### src/pkg/efr_pkg.sv
// Constants shared by the error flag register and its integrity monitor
package efr_pkg;
    // Register placement and reset value
    localparam logic [7:0] EFR_ERR_ADDR  = 8'h06; // Error register address
    localparam int         EFR_FLAG_W    = 8;     // Flags kept in this block
    localparam logic [7:0] EFR_FLAG_RST  = 8'h00; // All flags clear at reset
    localparam int         EFR_REG_W     = 16;    // Full register width
    // Flag bit positions
    localparam int EFR_B_ROM_CRC  = 0;
    localparam int EFR_B_MAP_CRC  = 1;
    localparam int EFR_B_FRM_CRC  = 2;
    localparam int EFR_B_WR_ADDR  = 3;
    localparam int EFR_B_RD_ADDR  = 4;
    localparam int EFR_B_CLK_CNT  = 5;
    localparam int EFR_B_IGNORED  = 6;
    localparam int EFR_B_CONV     = 7;
    // Serial frames are built from whole bytes
    localparam logic [2:0] EFR_BYTE_MASK = 3'h7;
    // Register map integrity check
    localparam logic [7:0] EFR_CRC_POLY  = 8'h07; // x^8+x^2+x+1
    localparam logic [7:0] EFR_CRC_SEED  = 8'h00;
    localparam int         EFR_CLK_MHZ   = 10;    // System clock rate
    localparam int         EFR_PERIOD_US = 100;   // Time between checks
    localparam int         EFR_PERIOD_CYC = EFR_PERIOD_US * EFR_CLK_MHZ;
endpackage : efr_pkg

### src/logic/efr_map_crc.sv
// Periodic CRC check over a snapshot of the register map contents
module efr_map_crc
    import efr_pkg::*;
#(
    parameter int MAP_W      = 64,             // Bits of map under check
    parameter int PERIOD_CYC = EFR_PERIOD_CYC  // Cycles between passes
) (
    input  wire logic             i_clk_sys,
    input  wire logic             i_rst_n,
    input  wire logic             i_ce,       // Freezes all state when low
    input  wire logic             i_enable,   // Checking runs while high
    input  wire logic             i_map_wr,   // Legitimate map write
    input  wire logic [MAP_W-1:0] i_map,      // Live map contents
    output logic                  o_mismatch  // One-cycle: contents drifted
);
    typedef enum logic [1:0] {ST_IDLE, ST_WAIT, ST_SHIFT} efr_crc_st_e;

    localparam int CW = $clog2(PERIOD_CYC + 1);
    localparam int IW = $clog2(MAP_W + 1);

    efr_crc_st_e      st_r,    st_nxt;     // Sequencer state
    logic [CW-1:0]    tmr_r,   tmr_nxt;    // Interval timer
    logic [IW-1:0]    idx_r,   idx_nxt;    // Bit being folded in
    logic [MAP_W-1:0] snap_r,  snap_nxt;   // Frozen copy of the map
    logic [7:0]       crc_r,   crc_nxt;    // Running CRC
    logic [7:0]       base_r,  base_nxt;   // Reference CRC
    logic             bval_r,  bval_nxt;   // Reference holds a valid value
    logic             dirty_r, dirty_nxt;  // Write seen during a pass
    logic             mis_r,   mis_nxt;    // Registered mismatch pulse
    logic             fb;                  // CRC feedback bit

    // Next-state logic for the checking sequence
    always_comb begin
        st_nxt    = st_r;
        tmr_nxt   = tmr_r;
        idx_nxt   = idx_r;
        snap_nxt  = snap_r;
        crc_nxt   = crc_r;
        base_nxt  = base_r;
        bval_nxt  = bval_r;
        dirty_nxt = dirty_r | i_map_wr;
        mis_nxt   = 1'b0;
        fb        = crc_r[7] ^ snap_r[MAP_W-1];
        // A write makes the old reference meaningless
        if (i_map_wr) begin
            bval_nxt = 1'b0;
        end
        case (st_r)
            ST_IDLE: begin
                dirty_nxt = 1'b0;
                if (i_enable) begin
                    st_nxt  = ST_WAIT;
                    tmr_nxt = CW'(PERIOD_CYC - 1);
                end
            end
            ST_WAIT: begin
                if (!i_enable) begin
                    st_nxt   = ST_IDLE;
                    bval_nxt = 1'b0;
                end else if (tmr_r == '0) begin
                    // Snapshot so a pass sees one consistent map
                    st_nxt    = ST_SHIFT;
                    snap_nxt  = i_map;
                    crc_nxt   = EFR_CRC_SEED;
                    idx_nxt   = '0;
                    dirty_nxt = i_map_wr;
                end else begin
                    tmr_nxt = tmr_r - CW'(1);
                end
            end
            ST_SHIFT: begin
                if (idx_r == IW'(MAP_W)) begin
                    st_nxt  = ST_WAIT;
                    tmr_nxt = CW'(PERIOD_CYC - 1);
                    if (dirty_r || i_map_wr || !bval_r) begin
                        // Writes re-baseline rather than raise an error
                        base_nxt = crc_r;
                        bval_nxt = !(dirty_r || i_map_wr);
                    end else if (crc_r != base_r) begin
                        mis_nxt = i_enable;
                    end
                    if (!i_enable) begin
                        st_nxt = ST_IDLE;
                    end
                end else begin
                    crc_nxt  = {crc_r[6:0], 1'b0} ^ (fb ? EFR_CRC_POLY : 8'h00);
                    snap_nxt = {snap_r[MAP_W-2:0], 1'b0};
                    idx_nxt  = idx_r + IW'(1);
                end
            end
            default: begin
                st_nxt = ST_IDLE;
            end
        endcase
    end

    // State registers
    always_ff @(posedge i_clk_sys or negedge i_rst_n) begin
        if (!i_rst_n) begin
            st_r    <= ST_IDLE;
            tmr_r   <= '0;
            idx_r   <= '0;
            snap_r  <= '0;
            crc_r   <= EFR_CRC_SEED;
            base_r  <= EFR_CRC_SEED;
            bval_r  <= 1'b0;
            dirty_r <= 1'b0;
            mis_r   <= 1'b0;
        end else if (i_ce) begin
            st_r    <= st_nxt;
            tmr_r   <= tmr_nxt;
            idx_r   <= idx_nxt;
            snap_r  <= snap_nxt;
            crc_r   <= crc_nxt;
            base_r  <= base_nxt;
            bval_r  <= bval_nxt;
            dirty_r <= dirty_nxt;
            mis_r   <= mis_nxt;
        end
    end

    assign o_mismatch = mis_r & i_ce;
endmodule : efr_map_crc

### src/logic/efr_error_flags.sv
// Sticky write-one-to-clear error flags, lower byte of the error register
// What this block does
// - Access during ignore period sets bit 6
// - Frame clock count not byte multiple: bit 5
// - Read of missing address sets bit 4
// - Write to missing address sets bit 3
// - Failed frame checksum sets bit 2
// - Periodic map CRC drift sets bit 1
// - Power-up ROM CRC failure sets bit 0
// - Clamp, calibration range, saturation set bit 7
// - Writing one clears; zero leaves flag
// - Flags act only when enabled
module efr_error_flags
    import efr_pkg::*;
#(
    parameter logic [7:0] LAST_ADDR  = 8'h1F,          // Highest valid address
    parameter int         MAP_W      = 64,             // Map bits under CRC
    parameter int         PERIOD_CYC = EFR_PERIOD_CYC  // Map check interval
) (
    input  wire logic                  i_clk_sys,
    input  wire logic                  i_rst_n,
    input  wire logic                  i_ce,           // Clock enable
    // Enables from the error enable register, low byte
    input  wire logic [EFR_FLAG_W-1:0] i_err_en,
    // Register port from the serial engine
    input  wire logic                  i_reg_wr,       // Register write pulse
    input  wire logic [7:0]            i_reg_addr,     // Register address
    input  wire logic [EFR_REG_W-1:0]  i_reg_wdata,    // Write data
    // Serial interface events
    input  wire logic                  i_access,       // Frame began
    input  wire logic                  i_ignoring,     // Accesses ignored now
    input  wire logic                  i_frame_end,    // Chip select released
    input  wire logic [2:0]            i_frame_bits,   // Clock count, low bits
    input  wire logic                  i_rd_cmd,       // Read command decoded
    input  wire logic                  i_wr_cmd,       // Write command decoded
    input  wire logic [7:0]            i_cmd_addr,     // Command address
    input  wire logic                  i_frame_crc_bad,// Frame checksum failed
    // Power-up ROM check result
    input  wire logic                  i_rom_crc_done, // Check finished pulse
    input  wire logic                  i_rom_crc_ok,   // Check passed
    // Conversion and calibration faults
    input  wire logic                  i_clamp_pos,    // Result at +full scale
    input  wire logic                  i_clamp_neg,    // Result at -full scale
    input  wire logic                  i_cal_range,    // Calibration out of range
    input  wire logic                  i_mod_sat,      // Modulator saturated
    // Register map contents for the integrity check
    input  wire logic [MAP_W-1:0]      i_map,
    // Flag outputs
    output logic [EFR_FLAG_W-1:0]      o_err_flags     // Current flags
);
    logic [EFR_FLAG_W-1:0] flag_r, flag_nxt; // Sticky flags
    logic [EFR_FLAG_W-1:0] evt;              // Raw events this cycle
    logic [EFR_FLAG_W-1:0] clr;              // Clear mask from the host
    logic                  map_mis;          // Map CRC drift pulse
    logic                  err_hit;          // Write targets this register

    // Map integrity monitor, runs only while its flag is enabled
    efr_map_crc #(
        .MAP_W      (MAP_W),
        .PERIOD_CYC (PERIOD_CYC)
    ) u_map_crc (
        .i_clk_sys  (i_clk_sys),
        .i_rst_n    (i_rst_n),
        .i_ce       (i_ce),
        .i_enable   (i_err_en[EFR_B_MAP_CRC]),
        .i_map_wr   (i_reg_wr),
        .i_map      (i_map),
        .o_mismatch (map_mis)
    );

    // Collect events; the serial engine qualifies them with the frame
    always_comb begin
        evt = '0;
        evt[EFR_B_IGNORED] = i_access & i_ignoring;
        evt[EFR_B_CLK_CNT] = i_frame_end &
                             ((i_frame_bits & EFR_BYTE_MASK) != '0);
        evt[EFR_B_RD_ADDR] = i_rd_cmd & (i_cmd_addr > LAST_ADDR);
        evt[EFR_B_WR_ADDR] = i_wr_cmd & (i_cmd_addr > LAST_ADDR);
        evt[EFR_B_FRM_CRC] = i_frame_crc_bad;
        evt[EFR_B_MAP_CRC] = map_mis;
        evt[EFR_B_ROM_CRC] = i_rom_crc_done & ~i_rom_crc_ok;
        evt[EFR_B_CONV]    = i_clamp_pos | i_clamp_neg |
                             i_cal_range | i_mod_sat;
    end

    // Host clear and sticky update
    always_comb begin
        err_hit = i_reg_wr & (i_reg_addr == EFR_ERR_ADDR);
        // Only ones clear; zeros in the write data leave flags alone
        clr = err_hit ? i_reg_wdata[EFR_FLAG_W-1:0] : '0;
        // Set wins over clear so a coincident event is never lost
        flag_nxt = (flag_r & ~clr) | (evt & i_err_en);
    end

    // Flag register
    always_ff @(posedge i_clk_sys or negedge i_rst_n) begin
        if (!i_rst_n) begin
            flag_r <= EFR_FLAG_RST;
        end else if (i_ce) begin
            flag_r <= flag_nxt;
        end
    end

    assign o_err_flags = flag_r;
endmodule : efr_error_flags

### config.mk
export PLATFORM = sky130hd
export DESIGN_NAME = efr_error_flags
export DESIGN_NICKNAME = d
export VERILOG_FILES = /design/src/pkg/efr_pkg.sv /design/src/logic/efr_map_crc.sv /design/src/logic/efr_error_flags.sv
export SDC_FILE = /design/constraint.sdc
export NUM_CORES = 1
export LEC_CHECK = 0
export ABC_AREA = 1
export ABC_CLOCK_PERIOD_IN_PS = 1800
export BUFFER_PORTS_ARGS = -buffer_cell sky130_fd_sc_hd__clkbuf_2
export CORE_MARGIN = 4
export CORE_UTILIZATION = 40
export CTS_CLUSTER_DIAMETER = 60
export DETAILED_ROUTE_END_ITERATION = 7
export PLACE_DENSITY = 0.62
export SLEW_MARGIN = 20
export SYNTH_ARGS = -nofsm -noshare
export SYNTH_HDL_FRONTEND = slang
export SYNTH_HIERARCHICAL = 1
export SYNTH_SLANG_ARGS = --single-unit
export TNS_END_PERCENT = 50
### constraint.sdc
create_clock -name i_clk_sys -period 1.8 [get_ports i_clk_sys]
set_clock_uncertainty 0.15 [all_clocks]
set_input_delay 0.09 -clock i_clk_sys [delete_from_list [all_inputs] [get_ports i_clk_sys]]
set_output_delay 0.09 -clock i_clk_sys [all_outputs]
set_load 0.01 [all_outputs]
==> impl_metrics.toml, run 1 <==
[timing]
worst_slew_pin_slew_ps = 436
post-route-min-period_ps = 1880
fin_tns_setup_ps = -2450
slew_headroom_pct = 70.9
setup_viol_count_final = 87
hold_viol_final = 0
fin_crit_sh_pct = 104
fmax_ghz = 0.533
rsz0062_at_grt = "true"
finalWorstSetupSlack_ps = -77.0
slew_viol_final = 0

[yosys]
synth_top_area_share_pct = 45.6
ys_ff_latch = 110
synth_flop_cell = "dfrtp_1"
synth_fa_ha_area_share_pct = 1.86
synth_edf_count = 0
synth-xor-area-share_pct = 1.74
syn_avg_cell_area_um2 = 9.01
yosys_warnings = 6
yosys-mux-area-fraction_pct = 10.4
syn_inst = 670
synth_nets = 802
synth_top_family_by_area = "simple AND/OR/NAND/NOR gates"
async_flop_share_pct = 100
synth_seq_area_share_pct = 45.6
ys_top_cells_by_area = "dfrtp_1 46%, nand2_1 13%, mux2i_1 10%"
yosys.area_share.simple_pct = 21.3
synth_cell_types = 36
synth-compound-area-share_pct = 11.9
yosysTopAreaCell = "dfrtp_1"
syn_area_um2 = 6040

[detailed_routing]
dr_wl_met3_um = 770
drt-total-wl_mm = 14.8
dr_total_vias = 5290
wl_per_cell_um = 13.4
wl_met2_mm = 7.41
routedLengthMet1_mm = 6.51
drt_pass1_iterations = 5
drtAntennaViolNets = 0
drt_iter0_markers = 260
viasPerCell = 4.78
dr.max_layer_used = "met4"
post-route-drc-count = 0

[place]
dp.cells = 985
place_ws_ps = -114
dp_hpwl_mm = 9.28
gp_congestion = 0.797
placed_cell_area_um2 = 7080
portBuffers = 117

[grt]
antenna_found_initial = 0
grt_pass1_wl_mm = 24.2
grt_max_degree = 46
overflow = 0
grt_pass1_vias = 5209
groute.usage.overall_pct = 17.6

[clock_tree]
clock_latency_ps = 340
clk_pin_slew_worst_paths_ps = 70
cts_buffers = 9
clkSinkCount = 110
cts_max_level = 3
clk_path_buf_depth = 2
cts_tree = "yes"
clockRootBuffer = "clkbuf_16"

[hold_path]
min_path_type = "input port to register"
holdPathEnd = "u_map_crc/mis_r"
min_path_cells = 5
hp-start = "i_err_en[1]"

[power_and_ir_drop]
power_leakage_nw = 4.08
p_int_mw = 6.50
pwr-share-seq_pct = 37.5
power_density_nw_per_um2 = 1210
pwr-share-comb_pct = 45.3
power.share.clock_pct = 17.2
netSwitchingPower_mw = 3.91
switching_share_pct = 37.6
ir_drop_mv = 1.07

[setup_path]
timing.rr.end = "u_map_crc/snap_r[39]"
rr_worst_depth = 10
cp_data_arrival_time_ps = 1960
r2r_start = "u_map_crc/st_r[0]"
critPathKind = "register to register"
worstSetupStartpoint = "u_map_crc/st_r[0]"
crit_required_ps = 1880
critPathMaxFanout = 36
cp-start-kind = "register"
critPathCaptureType = "register"
r2r_slack_ps = -80

[die]
initial_core_util_pct = 41.2
die_h_um = 131
coreArea_um2 = 14600
ios = 131
dieArea_um2 = 17100
die_x_um = 131
fp-row-count = 44

[status]
violations = "setup timing"
status = "complete, but fails checks"

[cells_and_area]
syn_to_final_growth_pct = 42.6
fin_util_pct = 58.8
layout.cells.non_filler = 1106
antennaDiodeCount = 0
layout-drive-gt1-share_pct = 33.2
stdcell_area_um2 = 8610
final_nets = 1052

[job]
cap_violations = 0
## cell families (layout without fill, tap and decap cells)
| kind of cell | after synthesis | count (layout) |
|---|---|---|
| and+or+nand+nor | 303 | 304 |
| AOI/OAI and AO/OA | 95 | 95 |
| adders and majority gates | 9 | 9 |
| muxes | 63 | 63 |
| DFF | 110 | 110 |
| buffers and inverters | 78 | 329 |
| xor gates and xnor gates | 12 | 12 |
## area by class of cell
| class | instances | area, um^2 |
|---|---|---|
| clock buffer | 12 | 246 |
| tap | 184 | 230 |
| multi-input combinational | 483 | 2990 |
| inverter | 50 | 188 |
| clock inverter | 1 | 8.76 |
| sequential | 110 | 2750 |
| timing repair buffer | 266 | 2190 |
| fill | 1213 | 6030 |
## metal layers
metal	track usage, %	vias to the layer above
met3	4.39	13
li1	-	2689
met2	30.9	126
met1	21.9	2462
met4	3.99	0
met5	0	-
## placed cells by master (no fill, tap or decap), drive strengths merged, types with 9 or more instances in the layout
| master | count |
|---|---|
| mux2i | 63 |
| nand3 | 38 |
| dfrtp | 110 |
| inv | 49 |
| o21ai | 87 |
| clkbuf | 129 |
| nand2 | 215 |
| nand4 | 10 |
| ha | 9 |
| nor2 | 37 |
| dlygate4sd3 | 97 |
| buf | 52 |
| xnor2 | 11 |
## worst max-delay path, stage by stage (launching register included)
cell and delay [ps]:
dfrtp_1 420, ha_2 210, inv_2 70, nor2_2 40, nor2_1 90, nand2_1 90, nor2_4 140, nand2_8 140
buf_12 210, nand2_1 110, o21ai_2 60
## cell usage after synthesis (2+ instances only)
cell,number
inv_2,12
xnor2_1,11
ha_1,9
nor2_4,3
buf_2,7
o21ai_0,16
dfrtp_1,110
a21oi_1,2
o21ai_2,61
clkbuf_1,3
nor2_2,4
mux2i_1,63
nor2_1,30
nand3_1,37
nand2_1,208
o21bai_1,2
o21ai_1,10
nand2_2,5
nand4_1,10
inv_1,37
buf_6,15
## power groups by stage
stage	Clock (mW)	Combinational (mW)	Sequential, mW
CTS	1.87	4.44	3.86
detailed placement	0	4.10	3.89
global route	1.97	5.23	4.01
global placement	0	3.97	3.85
finish	1.79	4.72	3.90
floorplan	0	3.11	3.76
## sequential cells by signal, summed over array words and instances, names as in the netlist
signal	count
u_map_crc/dirty_r	1
u_map_crc/base_r	8
u_map_crc/crc_r	8
u_map_crc/st_r	2
u_map_crc/mis_r	1
u_map_crc/bval_r	1
o_err_flags	8
u_map_crc/tmr_r	10
u_map_crc/idx_r	7
u_map_crc/snap_r	64
## repair_timing
| item | CTS | global route |
|---|---|---|
| resized for setup | 8 | 47 |
| buffers inserted | 2 | 4 |
| hold buffers | 97 | 0 |
| hold endpoints to repair | 185 | 0 |
| gates cloned | 2 | 3 |
| pin swaps | 1 | 5 |
| endpoints found under the setup margin | 90 | 108 |
## metrics by stage
step                      total power, mW  hold WS [ps]
after floorplan                      6.87          -356
after global placement               7.82         -80.0
after detailed placement             7.99         -79.6
after CTS                            10.2          5.13
after global routing                 11.2          75.2
final                                10.4          38.3
## worst max-delay path by stage
stage                                 endpoint  slack [ps]  cells past startpoint
after floorplan           u_map_crc/snap_r[63]          20                     11
after global placement    u_map_crc/snap_r[47]         -70                     10
after detailed placement  u_map_crc/snap_r[21]        -110                     10
after CTS                 u_map_crc/snap_r[21]         -40                     10
after global routing      u_map_crc/snap_r[39]        -190                     10
final                     u_map_crc/snap_r[39]         -80                     10
Note: power is estimated with default switching activity, not from simulation.
==> inputs of run 2 (changes only) <==
- ABC_CLOCK_PERIOD_IN_PS: 1800 -> unset
- HOLD_SLACK_MARGIN: unset -> 0.05
==> run 2 against run 1 <==
Against the previous run: the flow still finishes with violations (setup timing); non-clock buffer count increased by 1; count of clock-buffer cells in the layout unchanged; fmax increased by 0.11%; cell count about the same; sequential share of layout area about the same; clock power about the same; die area unchanged; setup slack improved by 2.1 ps; sequential power about the same; via count increased by 0.11%; critical path depth unchanged; core utilization increased by 0.068 points.
==> impl_metrics.toml, run 2 (synthesized netlist as in run 1, its figures left out) <==
[status]
status = "complete, but fails checks"
violations = "setup timing"

[setup_path]
critPathKind = "register to register"
r2r_slack_ps = -70
critPathBufInv = 2
cp-start-kind = "register"
cpPeakStageDelay_ps = 420
cp_top_family = "simple AND/OR/NAND/NOR gates"
cp_data_arrival_time_ps = 1960
cp_slowest_cell = "dfrtp_1"
path_cells = "ha_2 > inv_2 > nor2_2 > nor2_1 > nand2_1 > nor2_4 > nand2_8 > buf_12 > nand2_1 > o21ai_2"
crit_required_ps = 1880
critPathCaptureType = "register"
cp_common_cell = "nand2_1"
critPathMaxFanout = 36

[cells_and_area]
stdcell_area_um2 = 8620
fillers = 1215
antennaDiodeCount = 0
final_cell_mix = "186 x nand2_1, 115 x clkbuf_2, 110 x dfrtp_1"
final_nets = 1053
reg_top3 = "u_map_crc/snap_r (64), u_map_crc/tmr_r (10)"
layout-drive-gt1-share_pct = 33.2
multi_input_area_um2 = 2990
largest_reg_flops = 64
top_register = "u_map_crc/snap_r"
fin_util_pct = 58.9
seq_area_um2 = 2750
final_common_cell = "nand2_1"
syn_to_final_growth_pct = 42.7
layout.cells.non_filler = 1107

[die]
fp-row-count = 44
coreArea_um2 = 14600
die_x_um = 131
ios = 131
initial_core_util_pct = 41.2
dieArea_um2 = 17100
die_h_um = 131

[place]
place_ws_ps = -114
portBuffers = 117
placed_cell_area_um2 = 7080
dp_hpwl_mm = 9.28
dp.cells = 985
gp_congestion = 0.797

[timing]
worst_slew_pin_slew_ps = 435
hold_viol_final = 0
fin_tns_setup_ps = -2280
rsz0062_at_grt = "true"
slew_headroom_pct = 71.0
setup_viol_count_final = 86
slew_viol_final = 0
fin_crit_sh_pct = 104
fmax_ghz = 0.533
post-route-min-period_ps = 1870
finalWorstSetupSlack_ps = -74.9
fin_hold_ws_ps = 76.1

[grt]
grt_max_degree = 46
grt_pass1_vias = 5213
grt_pass1_wl_mm = 24.3
groute.usage.overall_pct = 17.6
antenna_found_initial = 0
overflow = 0

[clock_tree]
cts_tree = "yes"
cts_max_level = 3
clkSinkCount = 110
clk_path_buf_depth = 2
clk_pin_slew_worst_paths_ps = 70
clockRootBuffer = "clkbuf_16"
clock_latency_ps = 340
cts_buffers = 9

[detailed_routing]
drt_iter0_markers = 268
dr_total_vias = 5296
wl_per_cell_um = 13.4
viasPerCell = 4.78
drt_pass1_iterations = 5
drtAntennaViolNets = 0
post-route-drc-count = 0
drt-total-wl_mm = 14.8

[power_and_ir_drop]
p_total_mw = 10.4
ir_drop_mv = 1.07
power_leakage_nw = 4.09
power_density_nw_per_um2 = 1210

[job]
cap_violations = 0

[hold_path]
min_path_type = "input port to async pin"
## run 2: layout make-up
type	instances	area share [%]
Multi-Input combinational cell	483	34.7
Clock inverter	1	0.102
Inverter	50	2.18
Tap cell	184	2.67
Sequential cell	110	31.9
Clock buffer	12	2.86
Timing Repair Buffer	267	25.5
## run 2: path summary, 6_finish.rpt
check,from,endpoint,depth (start not counted)
worst max-delay path,u_map_crc/st_r[0],u_map_crc/snap_r[39],10
worst min-delay path,i_rst_n,u_map_crc/base_r[0],2
worst max register to register,u_map_crc/st_r[0],u_map_crc/snap_r[39],10
worst min register to register,o_err_flags[2],o_err_flags[2],2
max in group asynchronous,i_rst_n,u_map_crc/snap_r[23],3
min in group i_clk_sys,i_ce,u_map_crc/base_r[1],5
## run 2: timing repair
item | CTS | global route
setup buffers | 2 | 4
gates cloned | 2 | 3
endpoints found under the setup margin | 90 | 108
pin swaps | 1 | 5
resized for setup | 8 | 47
hold endpoints to repair | 185 | 0
hold buffers | 98 | 0
## run 2: layer usage
metal | GRT usage (%) | share of wire (%) | vias up | wire [um]
met2 | 30.9 | 50 | 126 | 7460
met4 | 3.99 | 0.97 | 0 | 144
li1 | - | - | 2690 | -
met3 | 4.39 | 4.9 | 13 | 731
met5 | 0 | 0 | - | 0
met1 | 22.1 | 44 | 2467 | 6500
## run 2: where the power goes
| group | total, mW | switching (mW) | internal [mW] |
|---|---|---|---|
| Sequential | 3.91 | 0.579 | 3.33 |
| Clock | 1.79 | 0.834 | 0.958 |
| Combinational | 4.71 | 2.49 | 2.22 |
| Total | 10.4 | 3.91 | 6.50 |
==> inputs of run 3 (changes only) <==
- ABC_AREA: 1 -> 0
- CORE_UTILIZATION: 40 -> 49
- PLACE_DENSITY: 0.62 -> 0.74
==> run 3 against run 2 <==
Against the previous run: total power fell by 39%; fmax fell by 12%; critical path type unchanged; critical endpoint is now u_map_crc/snap_r[44]; cell count fell by 12%; the flow still finishes with violations (setup timing); flip-flop and latch count did not move.
==> impl_metrics.toml, run 3 <==
[yosys]
synth_top_area_share_pct = 48.2
synth_edf_count = 0
ys_ff_latch = 110
syn_inst = 567
ys_top_cells_by_area = "dfrtp_1 48%, o21ai_0 12%, mux2i_1 11%"
synth_cell_types = 58
synth_nets = 699
async_flop_share_pct = 100
syn_avg_cell_area_um2 = 10.1
synth_common_cells = "136 x o21ai_0, 110 x dfrtp_1, 63 x mux2i_1, 28 x clkbuf_1, 26 x nand2_1"
yosys_warnings = 6
synth_flop_cell = "dfrtp_1"
syn_area_um2 = 5710
yosysTopAreaCell = "dfrtp_1"
yosysMostFrequentCell = "o21ai_0"
synth_seq_area_share_pct = 48.2

[cells_and_area]
final_cell_mix = "116 x clkbuf_2, 110 x dfrtp_1, 96 x dlygate4sd3_1"
final_nets = 959
top_register = "u_map_crc/snap_r"
fin_util_pct = 74.7
antennaDiodeCount = 0
reg_top3 = "u_map_crc/snap_r (64), u_map_crc/tmr_r (10)"
layout-drive-gt1-share_pct = 32.1
layout.cells.non_filler = 975
multi_input_area_um2 = 2900
seq_area_um2 = 2750
stdcell_area_um2 = 8530
largest_reg_flops = 64
fillers = 740
final_common_cell = "clkbuf_2"
syn_to_final_growth_pct = 49.3

[place]
portBuffers = 117
placed_cell_area_um2 = 6930
gp_congestion = 0.845
dp_hpwl_mm = 10.0
dp.cells = 854

[die]
die_h_um = 116
fp-row-count = 39
die_x_um = 116
ios = 131
coreArea_um2 = 11400
initial_core_util_pct = 50.0
dieArea_um2 = 13500

[timing]
hold_viol_final = 0
setup_viol_count_final = 101
slew_headroom_pct = 72.3
fin_crit_sh_pct = 119
rsz0062_at_grt = "true"
post-route-min-period_ps = 2140
worst_slew_pin_slew_ps = 416
slew_viol_final = 0
finalWorstSetupSlack_ps = -338
fmax_ghz = 0.468

[hold_path]
min_path_type = "input port to register"
hp-start = "i_ce"

[grt]
grt_max_degree = 32
grt_pass1_vias = 5894
grt_pass1_wl_mm = 27.6
groute.usage.overall_pct = 25.4
overflow = 0
antenna_found_initial = 0

[setup_path]
r2r_start = "u_map_crc/idx_r[5]"
worstSetupStartpoint = "u_map_crc/idx_r[5]"
cp_data_arrival_time_ps = 2260
critPathCaptureType = "register"
cp-start-kind = "register"
critPathKind = "register to register"
r2r_slack_ps = -340
crit_required_ps = 1920
critPathMaxFanout = 7

[clock_tree]
clk_path_buf_depth = 2
clockRootBuffer = "clkbuf_16"
clk_pin_slew_worst_paths_ps = 70
cts_buffers = 9
clock_latency_ps = 360
cts_max_level = 3
cts_tree = "yes"
clkSinkCount = 110

[job]
cap_violations = 0

[status]
violations = "setup timing"
status = "complete, but fails checks"

[detailed_routing]
wl_per_cell_um = 17.5
drtAntennaViolNets = 0
drt_pass1_iterations = 5
viasPerCell = 5.79
post-route-drc-count = 0
drt-total-wl_mm = 17.1
drt_iter0_markers = 583
dr_total_vias = 5650

[power_and_ir_drop]
power_leakage_nw = 3.87
power_density_nw_per_um2 = 750
ir_drop_mv = 0.644
==> run 3: cell count changes in the layout (fill, tap and decap cells not counted), moves of 25 or more <==
cell	before	now
nand2_1	186	26
o21ai_2	65	19
o21ai_0	9	77
nand3_1	37	12
nand2_2	27	0
o21ai_1	13	61
==> run 3: cells by family (layout without fill, tap and decap cells) <==
kind of cell             after synthesis  in the layout  synth area share [%]
AO/OA/AOI/OAI                        204            204                  21.1
XOR/XNOR                              11             11                  1.69
adder cells (fa/ha/maj)                9              9                  1.97
buffers and inverters                 60            325                  4.71
flip-flops                           110            110                  48.2
multiplexers                          73             73                  13.0
AND/OR/NAND/NOR                      100            100                  9.39
==> run 3: final timing paths <==
kind | to | cells after the start
setup / recovery | u_map_crc/snap_r[44] | 8
hold / removal | u_map_crc/mis_r | 3
setup reg to reg | u_map_crc/snap_r[44] | 8
hold reg to reg | u_map_crc/snap_r[19] | 2
max in group asynchronous | u_map_crc/snap_r[1] | 3
min in group asynchronous | u_map_crc/snap_r[25] | 2
==> run 3: worst max-delay path, cell delays in order, from the launching register on <==
cell and delay, ps:
dfrtp_1 390, or4_4 570, buf_6 150, o211ai_4 190
buf_6 180, buf_6 130, clkbuf_16 140, o21ai_0 70
o21ai_0 90
==> run 3: layout make-up <==
type	count	share of cell area, %
Clock buffer	11	2.73
Clock inverter	5	0.792
Inverter	18	0.792
Multi-Input combinational cell	397	34.0
Sequential cell	110	32.3
Tap cell	143	2.10
Timing Repair Buffer	291	27.3
==> run 3: routing by layer <==
layer	part of all wire [%]	global-route usage (%)	up-vias
li1	-	-	2593
met1	39	31.4	2780
met2	53	45.2	229
met3	4.9	3.81	48
met4	2.5	9.28	0
met5	0	0	-
==> run 3: report_power, final <==
group	switching (mW)	leakage (nW)	internal, mW	total (mW)
logic	0.831	2.28	0.863	1.69
registers	0.0922	1.44	2.57	2.66
clock network	0.940	0.146	1.10	2.04
==> run 3: through the flow <==
| stage | setup slack [ps] | TNS, ps | hold slack (ps) | total power [mW] |
|---|---|---|---|---|
| final | -338 | -27140 | 57.0 | 6.40 |
| after detailed placement | -362 | -28030 | -95.1 | 4.00 |
| after CTS | -293 | -24920 | 56.3 | 6.36 |
| after global routing | -378 | -33280 | 84.7 | 6.68 |
| after global placement | -288 | -23760 | -99.2 | 3.95 |
| after floorplan | -249 | -20640 | -356 | 3.34 |
==> run 3: what timing repair did <==
| item | CTS | global route |
|---|---|---|
| hold buffers | 96 | 0 |
| gates resized for setup | 33 | 83 |
| buffers inserted | 4 | 3 |
| endpoints found under the setup margin | 101 | 103 |
| pin swaps | 2 | 9 |
| hold endpoints to repair | 184 | 0 |
| gates cloned | 2 | 2 |
